===== src/verilog/alu_sleep_pkg.sv =====
/*
  Constants and types shared by the instruction execution block.
  Assumes a 32-bit classic Wishbone bus with byte addresses.
*/
package alu_sleep_pkg;

  // ----------------------------------------------------------------
  // Register map
  // ----------------------------------------------------------------
  localparam logic [9:0] ADR_ACC = 10'h000;
  localparam logic [9:0] ADR_STATUS = 10'h004;
  localparam logic [9:0] ADR_INSTR = 10'h008;
  localparam logic [9:0] ADR_DIR_A = 10'h00C;
  localparam logic [9:0] ADR_DIR_B = 10'h010;
  localparam logic [9:0] ADR_DIR_C = 10'h014;
  localparam logic [9:0] ADR_WDT = 10'h018;
  localparam logic [9:0] ADR_FILE_BASE = 10'h200;

  // ----------------------------------------------------------------
  // Status register fields
  // ----------------------------------------------------------------
  localparam int ST_CARRY = 0;
  localparam int ST_DIGIT = 1;
  localparam int ST_ZERO = 2;
  localparam int ST_PD = 3;
  localparam int ST_TO = 4;
  localparam int ST_SLEEP = 5;

  // ----------------------------------------------------------------
  // Instruction register fields and operation codes
  // ----------------------------------------------------------------
  localparam int IN_OP_LSB = 0;
  localparam int IN_DEST = 4;
  localparam int IN_OPND_LSB = 8;
  localparam logic [3:0] OP_ROTATE_RIGHT = 4'h0;
  localparam logic [3:0] OP_LIT_MINUS_ACC = 4'h1;
  localparam logic [3:0] OP_REG_MINUS_ACC = 4'h2;
  localparam logic [3:0] OP_REG_MINUS_ACC_B = 4'h3;
  localparam logic [3:0] OP_NIBBLE_EXCHANGE = 4'h4;
  localparam logic [3:0] OP_LOAD_DIRECTION = 4'h5;
  localparam logic [3:0] OP_XOR_LITERAL = 4'h6;
  localparam logic [3:0] OP_XOR_REGISTER = 4'h7;
  localparam logic [3:0] OP_SLEEP = 4'h8;
  localparam logic [7:0] DIR_SEL_A = 8'h05;
  localparam logic [7:0] DIR_SEL_B = 8'h06;
  localparam logic [7:0] DIR_SEL_C = 8'h07;
  localparam logic DEST_ACC = 1'b0;

  // ----------------------------------------------------------------
  // Reset values
  // ----------------------------------------------------------------
  localparam logic [7:0] RST_ACC = 8'h00;
  localparam logic [7:0] RST_DIR = 8'hFF;
  localparam logic RST_TO = 1'b1;
  localparam logic RST_PD = 1'b1;
  localparam logic RST_OSC_RUN = 1'b1;
  localparam logic [7:0] WDT_CLEAR = 8'h00;

  typedef struct packed {
    logic [2:0] wake_sync;
    logic sleep;
    logic osc_run;
    logic [7:0] acc;
    logic carry;
    logic digit_carry_flag;
    logic zero;
    logic timeout_status_bit;
    logic powerdown_status_bit;
    logic [7:0] port_a_direction;
    logic [7:0] port_b_direction;
    logic [7:0] port_c_direction;
    logic [7:0] watchdog_counter;
    logic [7:0] prescaler;
    logic ack;
    logic [31:0] dat;
  } state_t;

  typedef struct packed {
    logic [7:0] operand;
    logic dest;
    logic [3:0] op;
  } instr_t;

endpackage


===== src/verilog/alu_sleep.sv =====
/*
  Instruction execution block: rotate, subtract, swap, xor, direction
  load and sleep entry, with a Wishbone register file in front.
  Assumes a classic Wishbone master on clk_i and a wake pin from outside.
*/
// How it works
// - Rotate right moves old carry into bit 7 and bit 0 into carry.
// - Destination bit 0 writes the accumulator, 1 the file register.
// - Sleep clears watchdog and prescaler, sets timeout, clears power-down.
// - After sleep execution stops and the oscillator halts until wake.
// - Literal minus accumulator goes to the accumulator.
// - Subtracts set carry and digit carry unless a borrow, and zero.
// - Register minus accumulator is routed by the destination bit.
// - Subtract with borrow also takes away the inverted carry.
// - Nibble exchange swaps the halves and leaves all flags alone.
// - Direction load takes operand 5 to 7 for ports A to C only.
// - Xor literal writes the accumulator and touches only zero.
// - Xor register is routed by the destination bit, zero only.
`timescale 1ns/1ns
module alu_sleep #(
  parameter int FILE_DEPTH = 128
) (
  // Clock and reset
  input wire logic clk_i,
  input wire logic rst_i,
  // Wishbone slave
  input wire logic wb_cyc_i,
  input wire logic wb_stb_i,
  input wire logic wb_we_i,
  input wire logic [9:0] wb_adr_i,
  input wire logic [3:0] wb_sel_i,
  input wire logic [31:0] wb_dat_i,
  output logic [31:0] wb_dat_o,
  output logic wb_ack_o,
  // Pins
  input wire logic wake_i,
  output logic osc_run_o,
  output logic [7:0] port_a_direction_o,
  output logic [7:0] port_b_direction_o,
  output logic [7:0] port_c_direction_o
);

  // ----------------------------------------------------------------
  // Checks and storage
  // ----------------------------------------------------------------
  if (FILE_DEPTH != 128) begin : g_depth_check
    $error("FILE_DEPTH must be 128 to match the 7-bit file address");
  end

  alu_sleep_pkg::state_t s_q;
  alu_sleep_pkg::state_t s_d;
  logic [7:0] file_mem [FILE_DEPTH];

  // ----------------------------------------------------------------
  // Bus decode
  // ----------------------------------------------------------------
  logic req;
  logic wr_commit;
  logic in_file;
  logic [6:0] file_idx;
  logic exec;
  alu_sleep_pkg::instr_t ins;
  logic [7:0] fval;
  logic [7:0] wbyte;

  assign req = wb_cyc_i & wb_stb_i & ~s_q.ack;
  assign wr_commit = wb_cyc_i & wb_stb_i & s_q.ack & wb_we_i;
  assign in_file = wb_adr_i[9];
  assign file_idx = wb_adr_i[8:2];
  assign wbyte = wb_sel_i[0] ? wb_dat_i[7:0] : 8'h00;
  assign ins = {wb_dat_i[alu_sleep_pkg::IN_OPND_LSB +: 8],
                wb_dat_i[alu_sleep_pkg::IN_DEST],
                wb_dat_i[alu_sleep_pkg::IN_OP_LSB +: 4]};
  assign exec = wr_commit & wb_sel_i[0] & wb_sel_i[1] & ~s_q.sleep
                & (wb_adr_i == alu_sleep_pkg::ADR_INSTR);
  assign fval = file_mem[ins.operand[6:0]];

  // ----------------------------------------------------------------
  // Datapath
  // ----------------------------------------------------------------
  logic [8:0] diff;
  logic [4:0] ndiff;
  logic [7:0] mnd;
  logic [7:0] res;
  logic brw;
  logic wr_res;
  logic upd_cd;
  logic upd_z;
  logic [7:0] rot;

  assign rot = {s_q.carry, fval[7:1]};

  always_comb begin
    mnd = (ins.op == alu_sleep_pkg::OP_LIT_MINUS_ACC) ? ins.operand : fval;
    brw = (ins.op == alu_sleep_pkg::OP_REG_MINUS_ACC_B) & ~s_q.carry;
    diff = {1'b0, mnd} - {1'b0, s_q.acc} - {8'h00, brw};
    ndiff = {1'b0, mnd[3:0]} - {1'b0, s_q.acc[3:0]} - {4'h0, brw};
    res = diff[7:0];
    wr_res = 1'b1;
    upd_cd = 1'b0;
    upd_z = 1'b0;
    case (ins.op)
      alu_sleep_pkg::OP_ROTATE_RIGHT: begin
        res = rot;
      end
      alu_sleep_pkg::OP_LIT_MINUS_ACC,
      alu_sleep_pkg::OP_REG_MINUS_ACC,
      alu_sleep_pkg::OP_REG_MINUS_ACC_B: begin
        upd_cd = 1'b1;
        upd_z = 1'b1;
      end
      alu_sleep_pkg::OP_NIBBLE_EXCHANGE: begin
        res = {fval[3:0], fval[7:4]};
      end
      alu_sleep_pkg::OP_XOR_LITERAL: begin
        res = s_q.acc ^ ins.operand;
        upd_z = 1'b1;
      end
      alu_sleep_pkg::OP_XOR_REGISTER: begin
        res = s_q.acc ^ fval;
        upd_z = 1'b1;
      end
      default: begin
        wr_res = 1'b0;
      end
    endcase
  end

  // Literal forms always land in the accumulator.
  logic lit_op;
  logic to_acc;
  logic to_file;
  assign lit_op = (ins.op == alu_sleep_pkg::OP_LIT_MINUS_ACC) |
                  (ins.op == alu_sleep_pkg::OP_XOR_LITERAL);
  assign to_acc = exec & wr_res &
                  (lit_op | ins.dest == alu_sleep_pkg::DEST_ACC);
  assign to_file = exec & wr_res & ~lit_op &
                   (ins.dest != alu_sleep_pkg::DEST_ACC);

  // ----------------------------------------------------------------
  // Next state
  // ----------------------------------------------------------------
  logic wake_lvl;
  assign wake_lvl = s_q.wake_sync[1] & s_q.wake_sync[2];

  always_comb begin
    s_d = s_q;
    s_d.wake_sync = {s_q.wake_sync[1:0], wake_i};
    s_d.ack = req;
    if (s_q.sleep && wake_lvl) begin
      s_d.sleep = 1'b0;
    end
    if (!s_q.sleep) begin
      s_d.prescaler = s_q.prescaler + 8'h01;
      if (s_q.prescaler == 8'hFF) begin
        s_d.watchdog_counter = s_q.watchdog_counter + 8'h01;
      end
    end
    if (req) begin
      case (wb_adr_i)
        alu_sleep_pkg::ADR_ACC: s_d.dat = {24'h000000, s_q.acc};
        alu_sleep_pkg::ADR_STATUS: begin
          s_d.dat = 32'h00000000;
          s_d.dat[alu_sleep_pkg::ST_CARRY] = s_q.carry;
          s_d.dat[alu_sleep_pkg::ST_DIGIT] = s_q.digit_carry_flag;
          s_d.dat[alu_sleep_pkg::ST_ZERO] = s_q.zero;
          s_d.dat[alu_sleep_pkg::ST_PD] = s_q.powerdown_status_bit;
          s_d.dat[alu_sleep_pkg::ST_TO] = s_q.timeout_status_bit;
          s_d.dat[alu_sleep_pkg::ST_SLEEP] = s_q.sleep;
        end
        alu_sleep_pkg::ADR_DIR_A: s_d.dat = {24'h000000, s_q.port_a_direction};
        alu_sleep_pkg::ADR_DIR_B: s_d.dat = {24'h000000, s_q.port_b_direction};
        alu_sleep_pkg::ADR_DIR_C: s_d.dat = {24'h000000, s_q.port_c_direction};
        alu_sleep_pkg::ADR_WDT: s_d.dat = {16'h0000, s_q.prescaler,
                                           s_q.watchdog_counter};
        default: begin
          s_d.dat = in_file ? {24'h000000, file_mem[file_idx]} : 32'h00000000;
        end
      endcase
    end
    if (wr_commit && wb_sel_i[0] && !exec) begin
      if (wb_adr_i == alu_sleep_pkg::ADR_ACC) begin
        s_d.acc = wbyte;
      end
      if (wb_adr_i == alu_sleep_pkg::ADR_STATUS) begin
        s_d.carry = wbyte[alu_sleep_pkg::ST_CARRY];
        s_d.digit_carry_flag = wbyte[alu_sleep_pkg::ST_DIGIT];
        s_d.zero = wbyte[alu_sleep_pkg::ST_ZERO];
      end
    end
    if (to_acc) begin
      s_d.acc = res;
    end
    if (exec) begin
      if (ins.op == alu_sleep_pkg::OP_ROTATE_RIGHT) begin
        s_d.carry = fval[0];
      end
      if (upd_cd) begin
        s_d.carry = ~diff[8];
        s_d.digit_carry_flag = ~ndiff[4];
      end
      if (upd_z) begin
        s_d.zero = (res == 8'h00);
      end
      if (ins.op == alu_sleep_pkg::OP_LOAD_DIRECTION) begin
        case (ins.operand)
          alu_sleep_pkg::DIR_SEL_A: s_d.port_a_direction = s_q.acc;
          alu_sleep_pkg::DIR_SEL_B: s_d.port_b_direction = s_q.acc;
          alu_sleep_pkg::DIR_SEL_C: s_d.port_c_direction = s_q.acc;
          default: ;
        endcase
      end
      if (ins.op == alu_sleep_pkg::OP_SLEEP) begin
        s_d.watchdog_counter = alu_sleep_pkg::WDT_CLEAR;
        s_d.prescaler = alu_sleep_pkg::WDT_CLEAR;
        s_d.timeout_status_bit = 1'b1;
        s_d.powerdown_status_bit = 1'b0;
        s_d.sleep = 1'b1;
      end
    end
    // The oscillator flag follows the sleep state in the same cycle.
    s_d.osc_run = ~s_d.sleep;
  end

  always_ff @(posedge clk_i) begin
    if (rst_i) begin
      s_q <= '0;
      s_q.acc <= alu_sleep_pkg::RST_ACC;
      s_q.timeout_status_bit <= alu_sleep_pkg::RST_TO;
      s_q.powerdown_status_bit <= alu_sleep_pkg::RST_PD;
      s_q.osc_run <= alu_sleep_pkg::RST_OSC_RUN;
      s_q.port_a_direction <= alu_sleep_pkg::RST_DIR;
      s_q.port_b_direction <= alu_sleep_pkg::RST_DIR;
      s_q.port_c_direction <= alu_sleep_pkg::RST_DIR;
    end else begin
      s_q <= s_d;
    end
  end

  // File registers are written by the bus or by a routed result.
  always_ff @(posedge clk_i) begin
    if (to_file) begin
      file_mem[ins.operand[6:0]] <= res;
    end else if (wr_commit && in_file && wb_sel_i[0]) begin
      file_mem[file_idx] <= wbyte;
    end
  end

  assign wb_dat_o = s_q.dat;
  assign wb_ack_o = s_q.ack;
  assign osc_run_o = s_q.osc_run;
  assign port_a_direction_o = s_q.port_a_direction;
  assign port_b_direction_o = s_q.port_b_direction;
  assign port_c_direction_o = s_q.port_c_direction;
endmodule


===== config.mk =====
export PLATFORM = sky130hd
export DESIGN_NAME = alu_sleep
export DESIGN_NICKNAME = d
export VERILOG_FILES = /design/src/verilog/alu_sleep_pkg.sv /design/src/verilog/alu_sleep.sv
export SDC_FILE = /design/constraint.sdc
export NUM_CORES = 2
export LEC_CHECK = 0
export BUFFER_PORTS_ARGS = -buffer_cell sky130_fd_sc_hd__buf_2
export CORE_MARGIN = 8
export CORE_UTILIZATION = 57
export DETAILED_ROUTE_END_ITERATION = 16
export PLACE_DENSITY_LB_ADDON = 0.25
export SYNTH_ARGS = -nofsm -noshare
export SYNTH_HDL_FRONTEND = slang
export SYNTH_SLANG_ARGS = --single-unit
export TNS_END_PERCENT = 10

===== constraint.sdc =====
create_clock -name clk_i -period 9.5 [get_ports clk_i]
set_input_delay 0.95 -clock clk_i [delete_from_list [all_inputs] [get_ports clk_i]]
set_output_delay 0.95 -clock clk_i [all_outputs]
set_load 0.05 [all_outputs]

### Word-level counts from Yosys, hierarchy flattened

Memory sizes are Yosys's and may differ from the RTL's.
Cells that the tools add are included.

* register bits: 90
* memory bits (writable): 1024
* output and inout port bits: 58
* word-level logic and storage cells: 121
* memories kept: 1

Memories
* file_mem: depth 128, bits a word 8, rd ports 2, clocked after memory_dff 0, write ports 1, line alu_sleep.sv:52 `logic [7:0] file_mem [FILE_DEPTH];`

* $add $sub $neg: 6
* equality and inequality tests: 18
* muxes and demuxes: 35
* bitwise operators: 26
* reductions and logical operators: 20

Operators with widths (number)
* one-hot mux 16 bit (6 select lines): 1
* 2-to-1 mux 8 bit: 10
* 2-to-1 mux 45 bit: 1
* 2-to-1 mux 16 bit: 2
* one-hot mux 8 bit (4 select lines): 1
* == test 10 x 5 -> 1 bit, second input constant: 3
* == test 8 x 3 -> 1 bit, second input constant: 3
* 2-to-1 mux 24 bit: 1
* == test 10 x 4 -> 1 bit, second input constant: 2
* adder 8 x 1 -> 8 bit, second input constant: 2
* == test 4 x 3 -> 1 bit, second input constant: 4
* XOR 8 bit: 2
* 2-to-1 mux 1 bit: 15
* bitwise AND 1 bit: 14
* 2-to-1 mux 11 bit: 1
* == test 10 x 3 -> 1 bit, second input constant: 1
* zero test 10 bit: 1
* AND reduction 3 bit: 3
* subtractor 8 x 8 -> 9 bit: 1
* subtractor 9 x 1 -> 9 bit: 1
* == test 4 x 2 -> 1 bit, second input constant: 2
* == test 8 bit, second input constant: 1
* zero test 8 bit: 1
* NOT 1 bit: 8
* other kinds (17): 24

### Depth between registers and ports, before layout

* depth in word-level cells: 14
* mapped depth: 25

### Least setup slack after synthesis

Ideal clock, no wire load.

* path kind: input-to-reg
* start: in wb_dat_i[9]
* end: mem file_mem[0][0], data pin
* arrival time: 8.659 ns
* data required time: 8.304 ns
* slack: -0.356 ns
* stages on the path: 13
* path through: buf_2 > buf_2 > buf_2 > clkbuf_1 > mux4_2 > o21ai_0 > a21oi_1 > a311oi_2 > nand2_1 > o21ai_0 > fa_1 > a22o_1 > o21ai_0

* longest elaborated chain between the ends: 6
* elaborated cells on any way between the ends: 7
* those cells by class: add/sub: 2; mux: 3; bitwise: 1; memory: 1

RTL lines
* start: declaration: line alu_sleep.sv:32 `input wire logic [31:0] wb_dat_i,`
* memory read (128 x 8 bit) *
* 2-to-1 mux 8 bit: line alu_sleep.sv:94 `mnd = (ins.op == alu_sleep_pkg::OP_LIT_MINUS_ACC) ? ins.operand : fval;`
* subtractor 8 x 8 -> 9 bit: line alu_sleep.sv:96 `diff = {1'b0, mnd} - {1'b0, s_q.acc} - {8'h00, brw};`
* subtractor 9 x 1 -> 9 bit: line alu_sleep.sv:96
* one-hot mux 8 bit (4 select lines) *: line alu_sleep.sv:102 `case (ins.op)`
* 2-to-1 mux 8 bit (no source line) *
* end: declaration: line alu_sleep.sv:52

Every way passes the cells marked *; elsewhere a longest branch is shown, timed or not.

### Worst setup path after layout

* start: in wb_dat_i[10]
* end: mem file_mem[99][3], data pin

* longest elaborated chain between the ends: 6
* elaborated cells on any way between the ends: 7
* those cells by class: add/sub: 2; mux: 3; bitwise: 1; memory: 1

RTL lines (line)
* memory read (128 x 8 bit)
* 2-to-1 mux 8 bit: alu_sleep.sv:94
* subtractor 8 x 8 -> 9 bit: alu_sleep.sv:96
* subtractor 9 x 1 -> 9 bit: alu_sleep.sv:96
* one-hot mux 8 bit (4 select lines) *: alu_sleep.sv:102
* 2-to-1 mux 8 bit (no source line) *

Marked as above.

==> impl_results.md <==
* Pin slew with the least headroom to its limit at 1.38 ns
* Crit-path max cell delay at 0.94 ns
* Ys flop type: edfxtp_1
* P per Cell Area at 195 nW/µm²
* Register bit total from synthesis at 1098
* H-tree levels at 3
* Avg WL per Cell at 36.7 µm
* Cell family with most CP delay: compound AO/OA/AOI/OAI gates
* Congestion Overflow GR at 0
* Leading area contributor after synthesis: edfxtp_1
* Critical Path Source Type: input port
* Starting Density at 0.572
* Status: completed
* Yosys warns at 0
* Final worst path period share at 0.755
* Count leader, synth: edfxtp_1
* Final Wtd Congestion at 0.928
* Syn Inst Count at 3009
* Worst-path clk slew at 0.06 ns
* Clk Latency, worst-skew pair at 0.72 ns
* Minimum clock period at 7.17 ns
* Initial drt markers at 4937
* Synth async-reset ratio at 0
* WP data required at 9.75 ns
* Buf+Inv Stages, Crit Path at 4
* Vias in the first global route at 31800
* Die Area at 103000 µm²
* CP cell instances: buf_2, buf_4, nor2b_4, a22oi_1, nand3_1, a32oi_1, o211ai_1, mux2i_1, ha_1, inv_1, ha_1, nor2_1, a221o_1, a211oi_1, a21oi_4, buf_4
* Pins over their slew limit at 0
* CP endpoint kind: register
* Seq/Total Area, Yosys at 0.607
* RR Startpoint: file_mem[63][0]
* Die height at 321 µm
* CTS Hold Buffers Added at 0
* Critical Path Fanout Max at 104
* Setup TNS at 0 ns
* Static Leakage at 0.0184 µW
* RSZ-0062 raised after global routing: no
* Antenna violations before repair at 4
* Nets at 3044
* Core area at 92800 µm²
* Final clock skew at 0.0316 ns
* VDD IR max at 0.000161 V
* Fillers at 6470
* Total GRT Usage at 0.307
* Largest net degree at the start of global routing at 131
* Final wirelength at 159000 µm
* R2R setup slack at 3.06 ns
* CTS tree: yes
* Max frequency at 139 MHz
* I/O Buffers at 75
* Synthesized cell area at 53100 µm²
* DRC at 0
* Worst min-delay path class: reg -> reg
* Final hold vios at 0
* FF-to-FF End: file_mem[99][3]
* WP data arrival at 7.42 ns
* CTS Buf Count at 111
* Post-DRT Antenna Nets at 0
* Cts repair resizes at 0
* Share of the synthesized area in the top cell type at 0.579
* Setup CP Type: in -> reg
* DIE WIDTH at 321 µm
* Row count at 112
* EDFF count, synth at 1024
* R2R depth at 18
* First-pass GRT wire length at 228000 µm
* Total vias in the final route at 31700
* Area Overhead vs Synth at 8.90%
* Hold wc startpoint: s_d[89]
* Max-slew headroom at 0.0759
* Final setup viols at 0
* Ranking of synthesized cells by area: edfxtp_1, mux4_2, dfxtp_1, mux2i_1, nor2_1
* Average cell area after synthesis at 17.6 µm²
* Via/cell ratio at 7.32
* Endpoint, Worst Hold: s_d[90]
* Synth top cells by count: edfxtp_1, mux4_2, nor2_1, clkbuf_1, mux2i_1
* Hold_ws at 0.451 ns
* I/O pins at 110
* Max_cap viols at 0
* Slowest CP cell: nor2b_4
* CTS max path bufs at 3
* Fraction of layout cells with a size suffix above 1 at 0.300
* DRT Pass-1 Iters at 7
* Hold Crit Depth at 1
* Post-CTS Setup Inserts at 0
* Root Driver: clkbuf_16
* # clock sinks at 1098
* Post-synth cell types at 81
* Dpl hpwl at 102000 µm
cell usage in the layout, fill, tap and decap left out, types with 28 or more instances in the layout:
| cell type | n |
|---|---|
| a22oi_1 | 69 |
| buf_2 | 70 |
| a211oi_1 | 30 |
| dfxtp_1 | 74 |
| buf_4 | 53 |
| nand2_1 | 124 |
| mux4_2 | 552 |
| clkbuf_16 | 112 |
| clkbuf_1 | 28 |
| edfxtp_1 | 1024 |
| nor2_1 | 198 |
| nand3_1 | 35 |
| mux2i_1 | 127 |
| a21oi_1 | 51 |
state kept, by name (all words and copies together), names as in the netlist:
name,count
port_b_direction_o,8
wb_ack_o,1
osc_run_o,1
s_q,29
port_c_direction_o,8
rot,1
file_mem,1024
s_d,2
port_a_direction_o,8
wb_dat_o,16
power by group:
group	internal [µW]	switching (µW)
Combinational	388	902
Clock	2500	1890
Sequential	5600	3.60
Total	8480	2790
per-layer routing:
metal,share of wire,global-route usage,vias to the layer above,routed length [µm]
met5,0,0,-,0
met3,0.13,0.0755,458,20400
met2,0.46,0.469,2436,73200
met1,0.36,0.417,16400,56700
met4,0.056,0.146,0,8840
li1,-,-,12500,-
how the worst max path moves through the flow:
stage                            start              end  slack [ns]  cells past startpoint
after floorplan            wb_dat_i[9]   file_mem[0][6]        0.68                     20
after global placement     wb_dat_i[8]  file_mem[96][3]        1.87                     17
after detailed placement   wb_dat_i[8]  file_mem[96][3]        1.72                     17
after CTS                  wb_dat_i[8]  file_mem[99][3]        2.49                     17
after global routing       wb_dat_i[8]  file_mem[99][3]        2.11                     18
final                     wb_dat_i[10]  file_mem[99][3]        2.33                     16
cell families (layout without fill, tap and decap cells):
family          after synthesis  count (layout)  share of synthesized area
flops                      1098            1098                      0.607
compound gates              332             332                     0.0440
mux                         716             716                      0.266
simple gates                494             494                     0.0426
buf+inv                     324             371                     0.0317
fa+ha+maj                    16              16                    0.00405
xor+xnor                     28              28                    0.00462
other cells                   1              21                  0.0000706
through the flow:
stage	setup slack [ns]	utilization	power, µW	cells	cell area [µm²]
global route	2.11	0.623	11500	4325	57800
finish	2.33	0.623	11300	4330	57800
detailed placement	1.72	0.584	6970	4117	54200
global placement	1.87	0.584	6930	4117	54200
CTS	2.49	0.623	11300	4325	57800
floorplan	0.682	-	6540	3024	53200
cell type report:
class | instances | area, µm² | area share
Antenna cell | 5 | 12.5 | 0.000216
Clock buffer | 140 | 2910 | 0.0503
Clock inverter | 68 | 693 | 0.0120
Inverter | 29 | 111 | 0.00193
Multi-Input combinational cell | 1602 | 19300 | 0.335
Sequential cell | 1098 | 32200 | 0.557
Tap cell | 1254 | 1570 | 0.0271
Timing Repair Buffer | 134 | 948 | 0.0164
Note: power is estimated with default switching activity, not from simulation.
